`src/rtl/sac_pkg.sv`:
```
// Constants, register map and state type of the conversion control block.
package sac_pkg;
  localparam logic [5:0] OFF_CONTROL_A = 6'h00;
  localparam logic [5:0] OFF_CONTROL_B = 6'h04;
  localparam logic [5:0] OFF_CONTROL_C = 6'h08;
  localparam logic [5:0] OFF_CONTROL_D = 6'h0c;
  localparam logic [5:0] OFF_POS_SEL   = 6'h10;
  localparam logic [5:0] OFF_NEG_SEL   = 6'h14;
  localparam logic [5:0] OFF_COMMAND   = 6'h18;
  localparam logic [5:0] OFF_EVENT_CTL = 6'h1c;
  localparam logic [5:0] OFF_INT_CTRL  = 6'h20;
  localparam logic [5:0] OFF_INT_FLAGS = 6'h24;
  localparam logic [5:0] OFF_RESULT    = 6'h28;
  localparam logic [5:0] OFF_WIN_LOW   = 6'h2c;
  localparam logic [5:0] OFF_WIN_HIGH  = 6'h30;
  localparam int CA_ENABLE = 0;
  localparam int CA_DIFF   = 1;
  localparam int CA_CONT   = 2;
  localparam int CA_LEFT   = 3;
  localparam int CA_RES10  = 4;
  localparam int CB_TRUNC  = 4;
  localparam int IC_RR     = 0;
  localparam int IC_WIN    = 1;
  localparam int IC_WMODE  = 4;
  localparam int FL_RR     = 0;
  localparam int FL_WIN    = 1;
  localparam logic [7:0]  RST_CTRL     = 8'h00;
  localparam logic [15:0] RST_WIN_LOW  = 16'h0000;
  localparam logic [15:0] RST_WIN_HIGH = 16'hffff;
  localparam logic [8:0]  SAMPLE_HALF  = 9'h004;
  localparam logic [8:0]  CONVERT_HALF = 9'h01b;
  localparam logic [1:0]  FORMAT_CYC   = 2'h2;
  localparam logic [4:0]  SAMPLE_W     = 5'h0c;
  localparam logic [4:0]  RESULT_W     = 5'h10;
  localparam logic [2:0]  ACC_FIT_SEL  = 3'h4;
  localparam logic [2:0]  RES10_DROP   = 3'h2;
  localparam logic [2:0]  WM_BELOW     = 3'h1;
  localparam logic [2:0]  WM_ABOVE     = 3'h2;
  localparam logic [2:0]  WM_INSIDE    = 3'h3;
  localparam logic [2:0]  WM_OUTSIDE   = 3'h4;
  typedef enum logic [5:0] {
    ST_IDLE    = 6'h01,
    ST_START   = 6'h02,
    ST_INIT    = 6'h04,
    ST_SAMPLE  = 6'h08,
    ST_CONVERT = 6'h10,
    ST_FORMAT  = 6'h20
  } sac_state_e;
endpackage

```
`src/rtl/sac_conversion_control.sv`:
```
// Conversion control of the successive-approximation converter with its register slave.
//
// Design decisions made here: register access over Avalon-MM and the register addresses.
`timescale 1ns/1ps
`default_nettype none
module sac_conversion_control
  import sac_pkg::*;
#(
  parameter int POS_W = 7,
  parameter int NEG_W = 7
) (
  input  wire logic             CLK,
  input  wire logic             RESETN,
  input  wire logic [5:0]       AVS_ADDRESS,
  input  wire logic             AVS_READ,
  input  wire logic             AVS_WRITE,
  input  wire logic [31:0]      AVS_WRITEDATA,
  input  wire logic [3:0]       AVS_BYTEENABLE,
  output logic      [31:0]      AVS_READDATA,
  output logic                  AVS_WAITREQUEST,
  input  wire logic             EVENT_IN,
  input  wire logic             GLOBAL_IE,
  output logic                  IRQ,
  output logic                  DONE_EVENT,
  output logic                  SAR_ENABLE,
  output logic                  SAR_SAMPLE,
  output logic                  SAR_CONVERT,
  output logic                  SAR_DIFF,
  output logic      [POS_W-1:0] SAR_POS_SEL,
  output logic      [NEG_W-1:0] SAR_NEG_SEL,
  output logic                  ADC_CLK,
  input  wire logic [11:0]      SAR_DATA
);
  logic [7:0]       control_a;
  logic [7:0]       control_b;
  logic [7:0]       control_c;
  logic [7:0]       init_delay;
  logic [POS_W-1:0] pos_input_sel;
  logic [NEG_W-1:0] neg_input_sel;
  logic             event_start_en;
  logic [7:0]       int_ctrl;
  logic [1:0]       interrupt_flags;
  logic [15:0]      win_low;
  logic [15:0]      win_high;
  logic [15:0]      result;
  logic             ack;
  logic [31:0]      rdata;
  sac_state_e       state;
  sac_state_e       next_state;
  logic [8:0]       ph;
  logic [1:0]       fmt_cnt;
  logic [6:0]       smp;
  logic [18:0]      acc;
  logic             lat_diff;
  logic             lat_res10;
  logic             lat_left;
  logic             lat_trunc;
  logic [2:0]       lat_accum;
  logic [11:0]      sar_d1;
  logic [11:0]      sar_d2;
  logic             ev_prev;
  logic             enable_prev;
  logic             init_pending;
  logic             done_q;
  logic             irq_q;
  logic             half_tick;
  logic [15:0]      fmt_value;

  function automatic logic [15:0] merge16(input logic [15:0] old_v,
                                          input logic [15:0] new_v,
                                          input logic [1:0]  be);
    logic [15:0] mask;
    mask = {{8{be[1]}}, {8{be[0]}}};
    return (old_v & ~mask) | (new_v & mask);
  endfunction

  function automatic logic addr_is(input logic [5:0] addr,
                                   input logic [5:0] off);
    return addr == off;
  endfunction

  // Bus slave: one wait cycle, then the request is taken.
  wire req     = AVS_READ | AVS_WRITE;
  wire wr_fire = AVS_WRITE & ack;
  wire [1:0] be_lo = AVS_BYTEENABLE[1:0];
  wire [15:0] wd_lo = AVS_WRITEDATA[15:0];
  assign AVS_WAITREQUEST = req & ~ack;
  assign AVS_READDATA    = rdata;

  wire wr_ca = wr_fire & addr_is(AVS_ADDRESS, OFF_CONTROL_A);
  wire wr_cb = wr_fire & addr_is(AVS_ADDRESS, OFF_CONTROL_B);
  wire wr_cc = wr_fire & addr_is(AVS_ADDRESS, OFF_CONTROL_C);
  wire wr_cd = wr_fire & addr_is(AVS_ADDRESS, OFF_CONTROL_D);
  wire wr_ps = wr_fire & addr_is(AVS_ADDRESS, OFF_POS_SEL);
  wire wr_ns = wr_fire & addr_is(AVS_ADDRESS, OFF_NEG_SEL);
  wire wr_cm = wr_fire & addr_is(AVS_ADDRESS, OFF_COMMAND);
  wire wr_ev = wr_fire & addr_is(AVS_ADDRESS, OFF_EVENT_CTL);
  wire wr_ic = wr_fire & addr_is(AVS_ADDRESS, OFF_INT_CTRL);
  wire wr_fl = wr_fire & addr_is(AVS_ADDRESS, OFF_INT_FLAGS);
  wire wr_wl = wr_fire & addr_is(AVS_ADDRESS, OFF_WIN_LOW);
  wire wr_wh = wr_fire & addr_is(AVS_ADDRESS, OFF_WIN_HIGH);

  // Control fields.
  wire enable      = control_a[CA_ENABLE];
  wire cont_run    = control_a[CA_CONT];
  wire [2:0] wmode = int_ctrl[IC_WMODE +: 3];
  wire busy        = (state != ST_IDLE);

  // Triggers from software and from the event router.
  wire sw_start = wr_cm & be_lo[0] & AVS_WRITEDATA[0];
  wire ev_rise  = event_start_en & EVENT_IN & ~ev_prev;
  wire trigger  = enable & (sw_start | ev_rise);

  // Sequencing of the phases of one conversion.
  wire [8:0] init_half = {init_delay, 1'b0};
  wire [8:0] ph_target = (state == ST_INIT)   ? init_half :
                         (state == ST_SAMPLE) ? SAMPLE_HALF : CONVERT_HALF;
  wire ph_done   = half_tick & (ph == ph_target - 9'h001);
  wire fmt_end   = (state == ST_FORMAT) & (fmt_cnt == FORMAT_CYC - 2'h1);
  wire [7:0] n_samples = 8'h01 << lat_accum;
  wire last_sample = ({1'b0, smp} == n_samples - 8'h01);
  wire complete  = fmt_end & last_sample;
  wire need_init = init_pending & (init_delay != 8'h00);
  wire pre_run   = (state == ST_INIT) | (state == ST_SAMPLE) | (state == ST_CONVERT);

  // Sample extension and running sum.
  wire [18:0] sample_ext = lat_diff ? {{7{sar_d2[11]}}, sar_d2} : {7'h00, sar_d2};
  wire [18:0] acc_next   = acc + sample_ext;

  // Window comparison of the finished result.
  wire below_s = $signed(fmt_value) < $signed(win_low);
  wire above_s = $signed(fmt_value) > $signed(win_high);
  wire below_u = fmt_value < win_low;
  wire above_u = fmt_value > win_high;
  wire below   = lat_diff ? below_s : below_u;
  wire above   = lat_diff ? above_s : above_u;
  wire win_hit = (wmode == WM_BELOW)   ? below :
                 (wmode == WM_ABOVE)   ? above :
                 (wmode == WM_INSIDE)  ? (~below & ~above) :
                 (wmode == WM_OUTSIDE) ? (below | above) : 1'b0;

  // Flag set and clear terms.
  wire [1:0] flag_set = complete ? {win_hit, 1'b1} : 2'h0;
  wire [1:0] flag_clr = wr_fl ? (AVS_WRITEDATA[1:0] & {2{be_lo[0]}}) : 2'h0;
  wire [1:0] ie_bits  = {int_ctrl[IC_WIN], int_ctrl[IC_RR]};

  // Read selection.
  wire [31:0] rd_mux =
    addr_is(AVS_ADDRESS, OFF_CONTROL_A) ? {24'h0, control_a} :
    addr_is(AVS_ADDRESS, OFF_CONTROL_B) ? {24'h0, control_b} :
    addr_is(AVS_ADDRESS, OFF_CONTROL_C) ? {24'h0, control_c} :
    addr_is(AVS_ADDRESS, OFF_CONTROL_D) ? {24'h0, init_delay} :
    addr_is(AVS_ADDRESS, OFF_POS_SEL)   ? 32'(pos_input_sel) :
    addr_is(AVS_ADDRESS, OFF_NEG_SEL)   ? 32'(neg_input_sel) :
    addr_is(AVS_ADDRESS, OFF_COMMAND)   ? {31'h0, busy} :
    addr_is(AVS_ADDRESS, OFF_EVENT_CTL) ? {31'h0, event_start_en} :
    addr_is(AVS_ADDRESS, OFF_INT_CTRL)  ? {24'h0, int_ctrl} :
    addr_is(AVS_ADDRESS, OFF_INT_FLAGS) ? {30'h0, interrupt_flags} :
    addr_is(AVS_ADDRESS, OFF_RESULT)    ? {16'h0, result} :
    addr_is(AVS_ADDRESS, OFF_WIN_LOW)   ? {16'h0, win_low} :
    addr_is(AVS_ADDRESS, OFF_WIN_HIGH)  ? {16'h0, win_high} : 32'h0;

  // Enable, sample and convert outputs towards the analog core follow the live enable bit and the state.
  assign SAR_ENABLE  = enable;
  assign SAR_SAMPLE  = (state == ST_SAMPLE);
  assign SAR_CONVERT = (state == ST_CONVERT);
  assign IRQ         = irq_q;
  assign DONE_EVENT  = done_q;

  sac_prescaler #(
    .SEL_W (3)
  ) u_prescaler (
    .CLK       (CLK),
    .RESETN    (RESETN),
    .run       (pre_run),
    .div_sel   (control_c[2:0]),
    .half_tick (half_tick),
    .adc_clk   (ADC_CLK)
  );

  sac_result_format u_format (
    .acc       (acc_next),
    .accum_sel (lat_accum),
    .res10     (lat_res10),
    .diff      (lat_diff),
    .left      (lat_left),
    .trunc     (lat_trunc),
    .value     (fmt_value)
  );

  always_comb begin
    next_state = state;
    unique case (state)
      ST_IDLE: begin
        if (trigger) begin
          next_state = ST_START;
        end
      end
      ST_START: begin
        next_state = need_init ? ST_INIT : ST_SAMPLE;
      end
      ST_INIT: begin
        if (ph_done) begin
          next_state = ST_SAMPLE;
        end
      end
      ST_SAMPLE: begin
        if (ph_done) begin
          next_state = ST_CONVERT;
        end
      end
      ST_CONVERT: begin
        if (ph_done) begin
          next_state = ST_FORMAT;
        end
      end
      ST_FORMAT: begin
        if (complete) begin
          next_state = cont_run ? ST_START : ST_IDLE;
        end else if (fmt_end) begin
          next_state = ST_SAMPLE;
        end
      end
      default: begin
        next_state = ST_IDLE;
      end
    endcase
    if (!enable) begin
      next_state = ST_IDLE;
    end
  end

  always_ff @(posedge CLK or negedge RESETN) begin
    if (!RESETN) begin
      ack   <= 1'b0;
      rdata <= 32'h0;
    end else begin
      ack   <= req & ~ack;
      rdata <= (req & ~ack) ? rd_mux : rdata;
    end
  end

  always_ff @(posedge CLK or negedge RESETN) begin
    if (!RESETN) begin
      control_a      <= RST_CTRL;
      control_b      <= RST_CTRL;
      control_c      <= RST_CTRL;
      init_delay     <= RST_CTRL;
      pos_input_sel  <= '0;
      neg_input_sel  <= '0;
      event_start_en <= 1'b0;
      int_ctrl       <= RST_CTRL;
      win_low        <= RST_WIN_LOW;
      win_high       <= RST_WIN_HIGH;
    end else begin
      if (wr_ca) begin
        control_a <= 8'(merge16({8'h00, control_a}, wd_lo, be_lo));
      end
      if (wr_cb) begin
        control_b <= 8'(merge16({8'h00, control_b}, wd_lo, be_lo));
      end
      if (wr_cc) begin
        control_c <= 8'(merge16({8'h00, control_c}, wd_lo, be_lo));
      end
      if (wr_cd) begin
        init_delay <= 8'(merge16({8'h00, init_delay}, wd_lo, be_lo));
      end
      if (wr_ps) begin
        pos_input_sel <= POS_W'(merge16(16'(pos_input_sel), wd_lo, be_lo));
      end
      if (wr_ns) begin
        neg_input_sel <= NEG_W'(merge16(16'(neg_input_sel), wd_lo, be_lo));
      end
      if (wr_ev && be_lo[0]) begin
        event_start_en <= AVS_WRITEDATA[0];
      end
      if (wr_ic) begin
        int_ctrl <= 8'(merge16({8'h00, int_ctrl}, wd_lo, be_lo));
      end
      if (wr_wl) begin
        win_low <= merge16(win_low, wd_lo, be_lo);
      end
      if (wr_wh) begin
        win_high <= merge16(win_high, wd_lo, be_lo);
      end
    end
  end

  always_ff @(posedge CLK or negedge RESETN) begin
    if (!RESETN) begin
      state   <= ST_IDLE;
      ph      <= 9'h000;
      fmt_cnt <= 2'h0;
    end else begin
      state   <= next_state;
      ph      <= (state != next_state) ? 9'h000 : (half_tick ? ph + 9'h001 : ph);
      fmt_cnt <= (state == ST_FORMAT) ? fmt_cnt + 2'h1 : 2'h0;
    end
  end

  // Conversion settings and channels are taken at start only.
  always_ff @(posedge CLK or negedge RESETN) begin
    if (!RESETN) begin
      lat_diff    <= 1'b0;
      lat_res10   <= 1'b0;
      lat_left    <= 1'b0;
      lat_trunc   <= 1'b0;
      lat_accum   <= 3'h0;
      SAR_DIFF    <= 1'b0;
      SAR_POS_SEL <= '0;
      SAR_NEG_SEL <= '0;
    end else if (state == ST_START) begin
      lat_diff    <= control_a[CA_DIFF];
      lat_res10   <= control_a[CA_RES10];
      lat_left    <= control_a[CA_LEFT];
      lat_trunc   <= control_b[CB_TRUNC];
      lat_accum   <= control_b[2:0];
      SAR_DIFF    <= control_a[CA_DIFF];
      SAR_POS_SEL <= pos_input_sel;
      SAR_NEG_SEL <= neg_input_sel;
    end
  end

  always_ff @(posedge CLK or negedge RESETN) begin
    if (!RESETN) begin
      acc <= 19'h0;
      smp <= 7'h00;
    end else if (state == ST_START) begin
      acc <= 19'h0;
      smp <= 7'h00;
    end else if (fmt_end) begin
      acc <= acc_next;
      smp <= smp + 7'h01;
    end
  end

  always_ff @(posedge CLK or negedge RESETN) begin
    if (!RESETN) begin
      sar_d1 <= 12'h000;
      sar_d2 <= 12'h000;
    end else begin
      sar_d1 <= SAR_DATA;
      sar_d2 <= sar_d1;
    end
  end

  always_ff @(posedge CLK or negedge RESETN) begin
    if (!RESETN) begin
      ev_prev      <= 1'b0;
      enable_prev  <= 1'b0;
      init_pending <= 1'b0;
    end else begin
      ev_prev      <= EVENT_IN;
      enable_prev  <= enable;
      if (enable && !enable_prev) begin
        init_pending <= 1'b1;
      end else if ((state == ST_INIT && ph_done) || (state == ST_START && !need_init)) begin
        init_pending <= 1'b0;
      end
    end
  end

  always_ff @(posedge CLK or negedge RESETN) begin
    if (!RESETN) begin
      result          <= 16'h0000;
      interrupt_flags <= 2'h0;
      done_q          <= 1'b0;
      irq_q           <= 1'b0;
    end else begin
      result          <= complete ? fmt_value : result;
      interrupt_flags <= (interrupt_flags & ~flag_clr) | flag_set;
      done_q          <= complete;
      irq_q           <= GLOBAL_IE & |(interrupt_flags & ie_bits);
    end
  end
endmodule
`default_nettype wire

```
`src/rtl/sac_prescaler.sv`:
```
// Converter clock prescaler, held in reset while not running.
`timescale 1ns/1ps
`default_nettype none
module sac_prescaler #(
  parameter int SEL_W = 3
) (
  input  wire logic             CLK,
  input  wire logic             RESETN,
  input  wire logic             run,
  input  wire logic [SEL_W-1:0] div_sel,
  output logic                  half_tick,
  output logic                  adc_clk
);
  localparam int CNT_W = 1 << SEL_W;
  logic [CNT_W-1:0] cnt;
  wire  [CNT_W-1:0] half_len = CNT_W'(1) << div_sel;
  wire              wrap     = (cnt == half_len - CNT_W'(1));
  assign half_tick = run & wrap;
  always_ff @(posedge CLK or negedge RESETN) begin
    if (!RESETN) begin
      cnt     <= '0;
      adc_clk <= 1'b0;
    end else if (!run) begin
      cnt     <= '0;
      adc_clk <= 1'b0;
    end else if (wrap) begin
      cnt     <= '0;
      adc_clk <= ~adc_clk;
    end else begin
      cnt     <= cnt + CNT_W'(1);
    end
  end
endmodule
`default_nettype wire

```
`src/rtl/sac_result_format.sv`:
```
// Shapes the accumulated sum into the 16-bit result value.
`timescale 1ns/1ps
`default_nettype none
module sac_result_format
  import sac_pkg::*;
(
  input  wire logic [18:0] acc,
  input  wire logic [2:0]  accum_sel,
  input  wire logic        res10,
  input  wire logic        diff,
  input  wire logic        left,
  input  wire logic        trunc,
  output logic      [15:0] value
);
  wire [2:0]  over    = (accum_sel > ACC_FIT_SEL) ? accum_sel - ACC_FIT_SEL : 3'h0;
  wire [2:0]  drop    = (accum_sel == 3'h0 && res10) ? RES10_DROP : 3'h0;
  wire [2:0]  rsh     = trunc ? accum_sel : over;
  wire [2:0]  total   = rsh + drop;
  wire [18:0] sshift  = 19'($signed(acc) >>> total);
  wire [18:0] ushift  = acc >> total;
  wire [18:0] shifted = diff ? sshift : ushift;
  wire [4:0]  width   = SAMPLE_W + {2'h0, accum_sel} - {2'h0, total};
  wire [4:0]  lsh     = RESULT_W - width;
  assign value = left ? (shifted[15:0] << lsh) : shifted[15:0];
endmodule
`default_nettype wire

```
`config.mk`:
```
export PLATFORM = sky130hd
export DESIGN_NAME = sac_conversion_control
export DESIGN_NICKNAME = d
export VERILOG_FILES = /design/src/rtl/sac_pkg.sv /design/src/rtl/sac_conversion_control.sv /design/src/rtl/sac_prescaler.sv /design/src/rtl/sac_result_format.sv
export SDC_FILE = /design/constraint.sdc
export NUM_CORES = 1
export LEC_CHECK = 0
export ABC_AREA = 1
export BUFFER_PORTS_ARGS = -buffer_cell sky130_fd_sc_hd__buf_4
export CAP_MARGIN = 5
export CELL_PAD_IN_SITES_DETAIL_PLACEMENT = 1
export CELL_PAD_IN_SITES_GLOBAL_PLACEMENT = 2
export CORE_ASPECT_RATIO = 0.6
export CORE_UTILIZATION = 36
export CTS_CLUSTER_DIAMETER = 30
export CTS_CLUSTER_SIZE = 16
export DETAILED_ROUTE_END_ITERATION = 16
export PLACE_DENSITY_LB_ADDON = 0.12
export SYNTH_ARGS = -nofsm -noshare
export SYNTH_HDL_FRONTEND = slang
export SYNTH_HIERARCHICAL = 1
export SYNTH_SLANG_ARGS = --single-unit
```
`constraint.sdc`:
```
create_clock -name CLK -period 6.1 [get_ports CLK]
set_clock_uncertainty 0.2 [all_clocks]
set_input_delay 0.915 -clock CLK [delete_from_list [all_inputs] [get_ports CLK]]
set_output_delay 0.915 -clock CLK [all_outputs]
set_load 0.01 [all_outputs]
```
---- Yosys cells after proc, flatten, opt, wreduce, memory -nomap -nowiden ----
Index checks and enable logic that the tools add are counted.
W data, S select, Z words.
storage, ports and cells
  word-level logic and storage cells ...... 215
  input port bits ......................... 60
  output and inout port bits .............. 54
  register bits ........................... 240
operators by class
  order comparisons ....................... 5
  shift operators ......................... 5
  $add $sub $neg .......................... 13
  bitwise logic cells ..................... 61
  eq/ne operators ......................... 29
  muxes and demuxes ....................... 52
  reduce and logical (&&, ||, !) cells .... 15
operator list
  cell                   count
  $mux W16               15
  $mux W19               3
  $and A16 B16 Y16       3
  $mux W6                7
  $and A8 B8 Y8          5
  $or A8 B8 Y8           5
  $eq A6 B6 Y1 const B   6
  $pmux W6 S6            1
  $gt A16 B16 Y1         2
  $lt A16 B16 Y1         2
  $or A16 B16 Y16        2
  $eq A6 B5 Y1 const B   5
  $mux W9                3
  $and A1 B1 Y1          26
  $add A19 B19 Y19       1
  $shr A19 B3 Y16        1
  $sshr A19 B3 Y16       1
  $eq A6 B4 Y1 const B   3
  $mux W8                2
  $not A16 Y16           1
  $shl A1 B3 Y8 const A  2
  $shl A16 B5 Y16        1
  $sub A8 B1 Y8 const B  2
  $and A7 B7 Y7          2
  other kinds (44)       79

---- Longest topological paths before layout ----
  depth after elaboration ................. 17
  gate-level depth with buffers ........... 39
  mapped depth without buffers ............ 39

---- Modules after synthesis ----
Netlist, hierarchy kept.
by module, submodules not included
  module                  instances  sequential area each (µm²)  area an instance (µm²)  cells each
  sac_conversion_control  1          5401.4                      11290.8                 1337
  sac_result_format       1          0.0                         1984.4                  389
  sac_prescaler           1          225.2                       654.4                   88

---- Least setup slack after synthesis ----
No wires, ideal clock.
  kind .................................... register to register
  from .................................... reg acc[8]
  to ...................................... reg interrupt_flags[1]
  library setup time ...................... 0.065 ns
  path slack .............................. 1.455 ns
  period minus slack after synthesis ...... 4.645 ns
  path buffers ............................ 0
  arrival time ............................ 4.379 ns
  cell stages (with the launch flop) ...... 35
  data required time ...................... 5.835 ns
  path through ............................ dfrtp_1 > ha_1 > inv_1 > nor3_1 > nand2_1 > nand3_1 > a31oi_1 > o21ai_0 > a31oi_1 > o21ai_0 > xor2_1 > inv_1 > inv_1 > nand3_1 > nand3_1 > nand3_1 > nand3_1 > nand3_1 > nand3_1 > nand3_1 > nand2_1 > nand2_1 > ha_1 > a21oi_1 > o21a_1 > o221a_2 > nand2_1 > or2_2 > nand3_1 > nand3_1 > a21boi_0 > nand2_1 > nand2_1 > nand2_1 > nand2_1
on the way
  word-level cells in the longest chain between the ends .. 14
  elaborated cells on any way between the ends .. 22
  classes of those cells .................. add/sub: 1; order compare: 4; shift: 3; mux: 9; bitwise: 5
ends and longest elaborated chain
  element                                              line                                                          text
  start: declaration                                   sac_conversion_control.sv:53                                  logic [18:0] acc;
  start signal: assignment                             sac_conversion_control.sv:332                                 acc <= acc_next;
  $add A19 B19 Y19 *                                   sac_conversion_control.sv:128                                 wire [18:0] acc_next = acc + sample_ext;
  via acc_next[16]                                     sac_conversion_control.sv:128
  $shr A19 B3 Y16 or $sshr A19 B3 Y16 (tied branches)  sac_result_format.sv:20, sac_result_format.sv:19
  $mux W16 *                                           sac_result_format.sv:21                                       wire [18:0] shifted = diff ? sshift : ushift;
  $shl A16 B5 Y16                                      sac_result_format.sv:24                                       assign value = left ? (shifted[15:0] << lsh) : shifted[15:0];
  $mux W16 *                                           sac_result_format.sv:24
  via fmt_value[11]                                    sac_conversion_control.sv:67                                  logic [15:0] fmt_value;
  $lt A16 B16 Y1 (tied with other cells)               sac_conversion_control.sv:133                                 wire below_u = fmt_value < win_low;
  $mux W1, on equally long branches                    sac_conversion_control.sv:135, sac_conversion_control.sv:136
  $or A1 B1 Y1 or $not A1 Y1 (tied branches)           sac_conversion_control.sv:140, sac_conversion_control.sv:139
  $mux W1 or $and A1 B1 Y1 (tied branches)             sac_conversion_control.sv:140, sac_conversion_control.sv:139
  $mux W1                                              sac_conversion_control.sv:139                                 (wmode == WM_INSIDE) ? (~below & ~above) :
  $mux W1                                              sac_conversion_control.sv:138                                 (wmode == WM_ABOVE) ? above :
  $mux W1 *                                            sac_conversion_control.sv:137                                 wire win_hit = (wmode == WM_BELOW) ? below :
  $mux W2 *                                            sac_conversion_control.sv:143                                 wire [1:0] flag_set = complete ? {win_hit, 1'b1} : 2'h0;
  $or A2 B2 Y2 *                                       sac_conversion_control.sv:371                                 interrupt_flags <= (interrupt_flags & ~flag_clr) | flag_set;
  end signal: assignment                               sac_conversion_control.sv:371
  end: declaration                                     sac_conversion_control.sv:42                                  logic [1:0] interrupt_flags;
Mark *: on every way through the listed nets, which the timed path passes. The rest lies on a longest branch.
A chain may end at the register's enable or synchronous reset.

---- Final worst setup path ----
  from .................................... reg acc[4]
  to ...................................... reg interrupt_flags[1]
Same word-level chain as after synthesis.

==> results_tabular.tex <==
\begin{tabular}{lr}
\hline
Metric & Value \\
\hline
\multicolumn{2}{l}{\textbf{Run status}} \\
Run status & complete, no violations \\
\multicolumn{2}{l}{\textbf{Power and ir drop}} \\
Switching share of total power & 0.288 \\
Power density cells & 292 nW/um\^{}2 \\
Combinational share of power & 0.125 \\
VDD IR max & 274 uV \\
Static power due to leakage & 0.00803 uW \\
Clock share of power & 0.541 \\
P\_int & 3460 uW \\
Fraction of power consumed by sequential logic & 0.335 \\
Total power consumption of the routed design & 4860 uW \\
Switching component of the power & 1400 uW \\
\multicolumn{2}{l}{\textbf{Clock tree}} \\
Number of buffers inserted by hold repair at cts & 0 \\
Clock root buffer & clkbuf\_16 \\
Number of levels the H-tree was split into & 2 \\
Inserted Clock Buffers & 46 \\
Largest buffer count on any clock path & 3 \\
Total number of clock tree sinks & 224 \\
Clock Pin Slew Worst Setup and Hold Paths & 0.05 ns \\
Clock latency on the worst-skew pair & 0.57 ns \\
Clock tree from TritonCTS & yes \\
\multicolumn{2}{l}{\textbf{Timing}} \\
Final total negative setup slack & 0 ns \\
Transition time of the tightest slew-check pin & 1.01 ns \\
Finish-stage setup viols & 0 \\
Timing-limited maximum frequency & 0.179 GHz \\
Time the final worst path needs with I/O delays and setup & 5.57 ns \\
Setup repair after global routing missed its margin & no \\
Rel. slew slack & 0.324 \\
Hold violation count in the final report & 0 \\
Period utilisation layout & 0.914 \\
Max-slew violation count & 0 \\
\multicolumn{2}{l}{\textbf{Worst setup path}} \\
CP Launch Type & register \\
Worst path max stage delay & 0.40 ns \\
Reg-to-Reg Start & acc[4]\$\_DFFE\_PN0P\_ \\
Worst EP required & 6.36 ns \\
Maximum fanout encountered on the critical timing path & 5 \\
Data arrival time of the critical path & 5.83 ns \\
CP endpoint kind & register \\
Slowest cell on crit path & ha\_1 \\
Most numerous cell on the critical path & nand2\_1 \\
Bufs and invs on worst path & 3 \\
Crit. Startpoint & acc[4]\$\_DFFE\_PN0P\_ \\
Delay-heaviest family, CP & simple AND/OR/NAND/NOR gates \\
Critical Setup Path Class & register to register \\
\multicolumn{2}{l}{\textbf{Logic synthesis}} \\
Number of flops mapped to enable cells by yosys & 0 \\
Seq/Total Area, Yosys & 0.404 \\
Library cell occupying the most area in the post-synthesis netlist & dfrtp\_1 \\
Area share of the leading cell type in the synthesized netlist & 0.372 \\
Count of cell types in the netlist & 58 \\
Post-Syn Area & 13900 um\^{}2 \\
Count of mapped cells out of synthesis & 1814 \\
Register bit count reported by yosys & 224 \\
Most used flip-flop cell after synthesis & dfrtp\_1 \\
Share of synthesized flip-flops with an asynchronous set or reset & 1.00 \\
Top area cells in the synthesized netlist & dfrtp\_1 37\%, nand2\_1 13\%, nand3\_1 7.4\% \\
Synthesized area divided by synthesized cell count & 7.68 um\^{}2 \\
Yosys warning count & 6 \\
\multicolumn{2}{l}{\textbf{Global route}} \\
Wire length of the first global-routing pass & 74.2 mm \\
Global routing met1 resource utilization & 0.383 \\
Met3 Resource Use GR & 0.0508 \\
Global route overflow & 0 \\
Antenna violations before repair & 0 \\
Vias in the first global route & 12790 \\
Layer with the highest usage after global routing & met1 \\
Pin count of the biggest net entering global routing & 129 \\
Global-route track usage on met2 & 0.321 \\
Global router's overall resource usage & 0.240 \\
\multicolumn{2}{l}{\textbf{Floorplan}} \\
Row count & 55 \\
Effective utilization at floorplan & 0.367 \\
Die area & 39500 um\^{}2 \\
Die width & 256 um \\
Io pins & 114 \\
Vertical die dimension & 154 um \\
Placeable core area & 37900 um\^{}2 \\
\multicolumn{2}{l}{\textbf{Finish}} \\
Commonest cells after routing, fill and taps aside & 466 x nand2\_1, 211 x inv\_1, 207 x dfrtp\_1 \\
Final \#Nets & 2023 \\
Fraction of layout cells with a size suffix above 1 & 0.159 \\
Diode insertion count for antenna repair & 0 \\
Layout overhead on the synthesized area & 19.4\% \\
Count of non-filler cells in the finished layout & 2453 \\
Commonest non-fill, non-tap cell in the layout & nand2\_1 \\
\multicolumn{2}{l}{\textbf{Min path}} \\
Type of the most critical hold path & primary input to async pin \\
\multicolumn{2}{l}{\textbf{Drt}} \\
Final routed wirelength across all metal layers & 46.3 mm \\
Routed length per placed instance & 18.9 um \\
Via count & 12682 \\
Average vias per placed instance & 5.17 \\
DRC & 0 \\
First-pass iteration count of the detailed router & 5 \\
Antenna viol nets, final & 0 \\
Count of routing violations after the opening detailed-route iteration & 953 \\
\multicolumn{2}{l}{\textbf{Placed design}} \\
Routability congestion estimate from global placement & 0.870 \\
Cell count after placement & 2367 \\
Placed wire-length estimate & 35.0 mm \\
Number of buffer cells added on primary ports & 79 \\
\multicolumn{2}{l}{\textbf{Job}} \\
Reported max-cap violation count & 0 \\
\hline
\end{tabular}
-- synth_stat cells, drive strengths merged, types with 28 or more instances --
master and instances:
a21oi 59, inv 221, dfrtp 207, ha 58, nor2 115, clkbuf 31
xor2 28, o21ai 159, nand2 488, buf 39, nand4 28, nand3 235
-- cells by family after synthesis --
family	Yosys count	synth area share
adder cells (fa/ha/maj)	60	0.0550
AO/OA/AOI/OAI	287	0.118
XOR/XNOR	40	0.0252
flip-flops	224	0.404
other	1	0.000269
buffers and inverters	295	0.0894
AND/OR/NAND/NOR	907	0.308
-- power groups by stage --
stage	clock network [uW]	registers [uW]	logic [uW]
2_1_floorplan	0	1630	393
3_3_place_gp	0	1640	592
3_5_place_dp	0	1650	604
4_1_cts	2680	1630	609
5_1_grt	2750	1630	684
6_report	2630	1630	606
-- metal layers --
layer  wire (um)  part of all wire  vias up
met3        2420             0.052       49
met4         722             0.016        0
met1       25200              0.54     6209
met5           0                 0        -
met2       18000              0.39      249
li1            -                 -     6175
-- repair_timing --
| action | 4_1_cts | 5_1_grt |
|---|---|---|
| setup endpoints to repair | 0 | 1 |
| gates resized for setup | 0 | 5 |
| hold endpoints to repair | 0 | 0 |
| setup buffers | 0 | 1 |
-- worst reg2reg max path, delay by kind of cell (launching register included) --
family / cells / cell delay, ns
AOI/OAI and AO/OA: 8 / 1.40
xor gates and xnor gates: 1 / 0.33
adders and majority gates: 2 / 0.78
buffers and inverters: 3 / 0.25
DFF: 1 / 0.38
and+or+nand+nor: 21 / 2.18
-- layout make-up --
class | instances | area (um^2)
clock buffer | 56 | 1260
fill | 4577 | 21300
sequential | 224 | 5630
multi-input combinational | 1310 | 7140
inverter | 225 | 845
clock inverter | 29 | 388
tap | 513 | 642
timing repair buffer | 96 | 741
-- final timing paths --
check                                               end  slack (ns)  cells past startpoint
setup / recovery           interrupt_flags[1]$_DFF_PN0_        0.53                     35
hold / removal             AVS_READDATA[12]$_DFFE_PN0P_        0.15                      1
setup reg to reg           interrupt_flags[1]$_DFF_PN0_        0.53                     35
hold reg to reg                     sar_d2[4]$_DFF_PN0_        0.15                      0
max in group asynchronous                     async pin        4.28                      2
min in group CLK                    sar_d2[4]$_DFF_PN0_        0.15                      0
-- stage by stage --
stage	hold WS (ns)	setup WS, ns	utilization	cell area (um^2)
2_1_floorplan	0.131	1.46	-	14000
3_3_place_gp	0.133	0.567	0.395	15000
3_5_place_dp	0.136	0.520	0.395	15000
4_1_cts	0.149	0.513	0.438	16600
5_1_grt	0.149	0.00877	0.439	16600
6_report	0.146	0.526	0.439	16600
No activity file was read; power rests on OpenSTA's default activity.
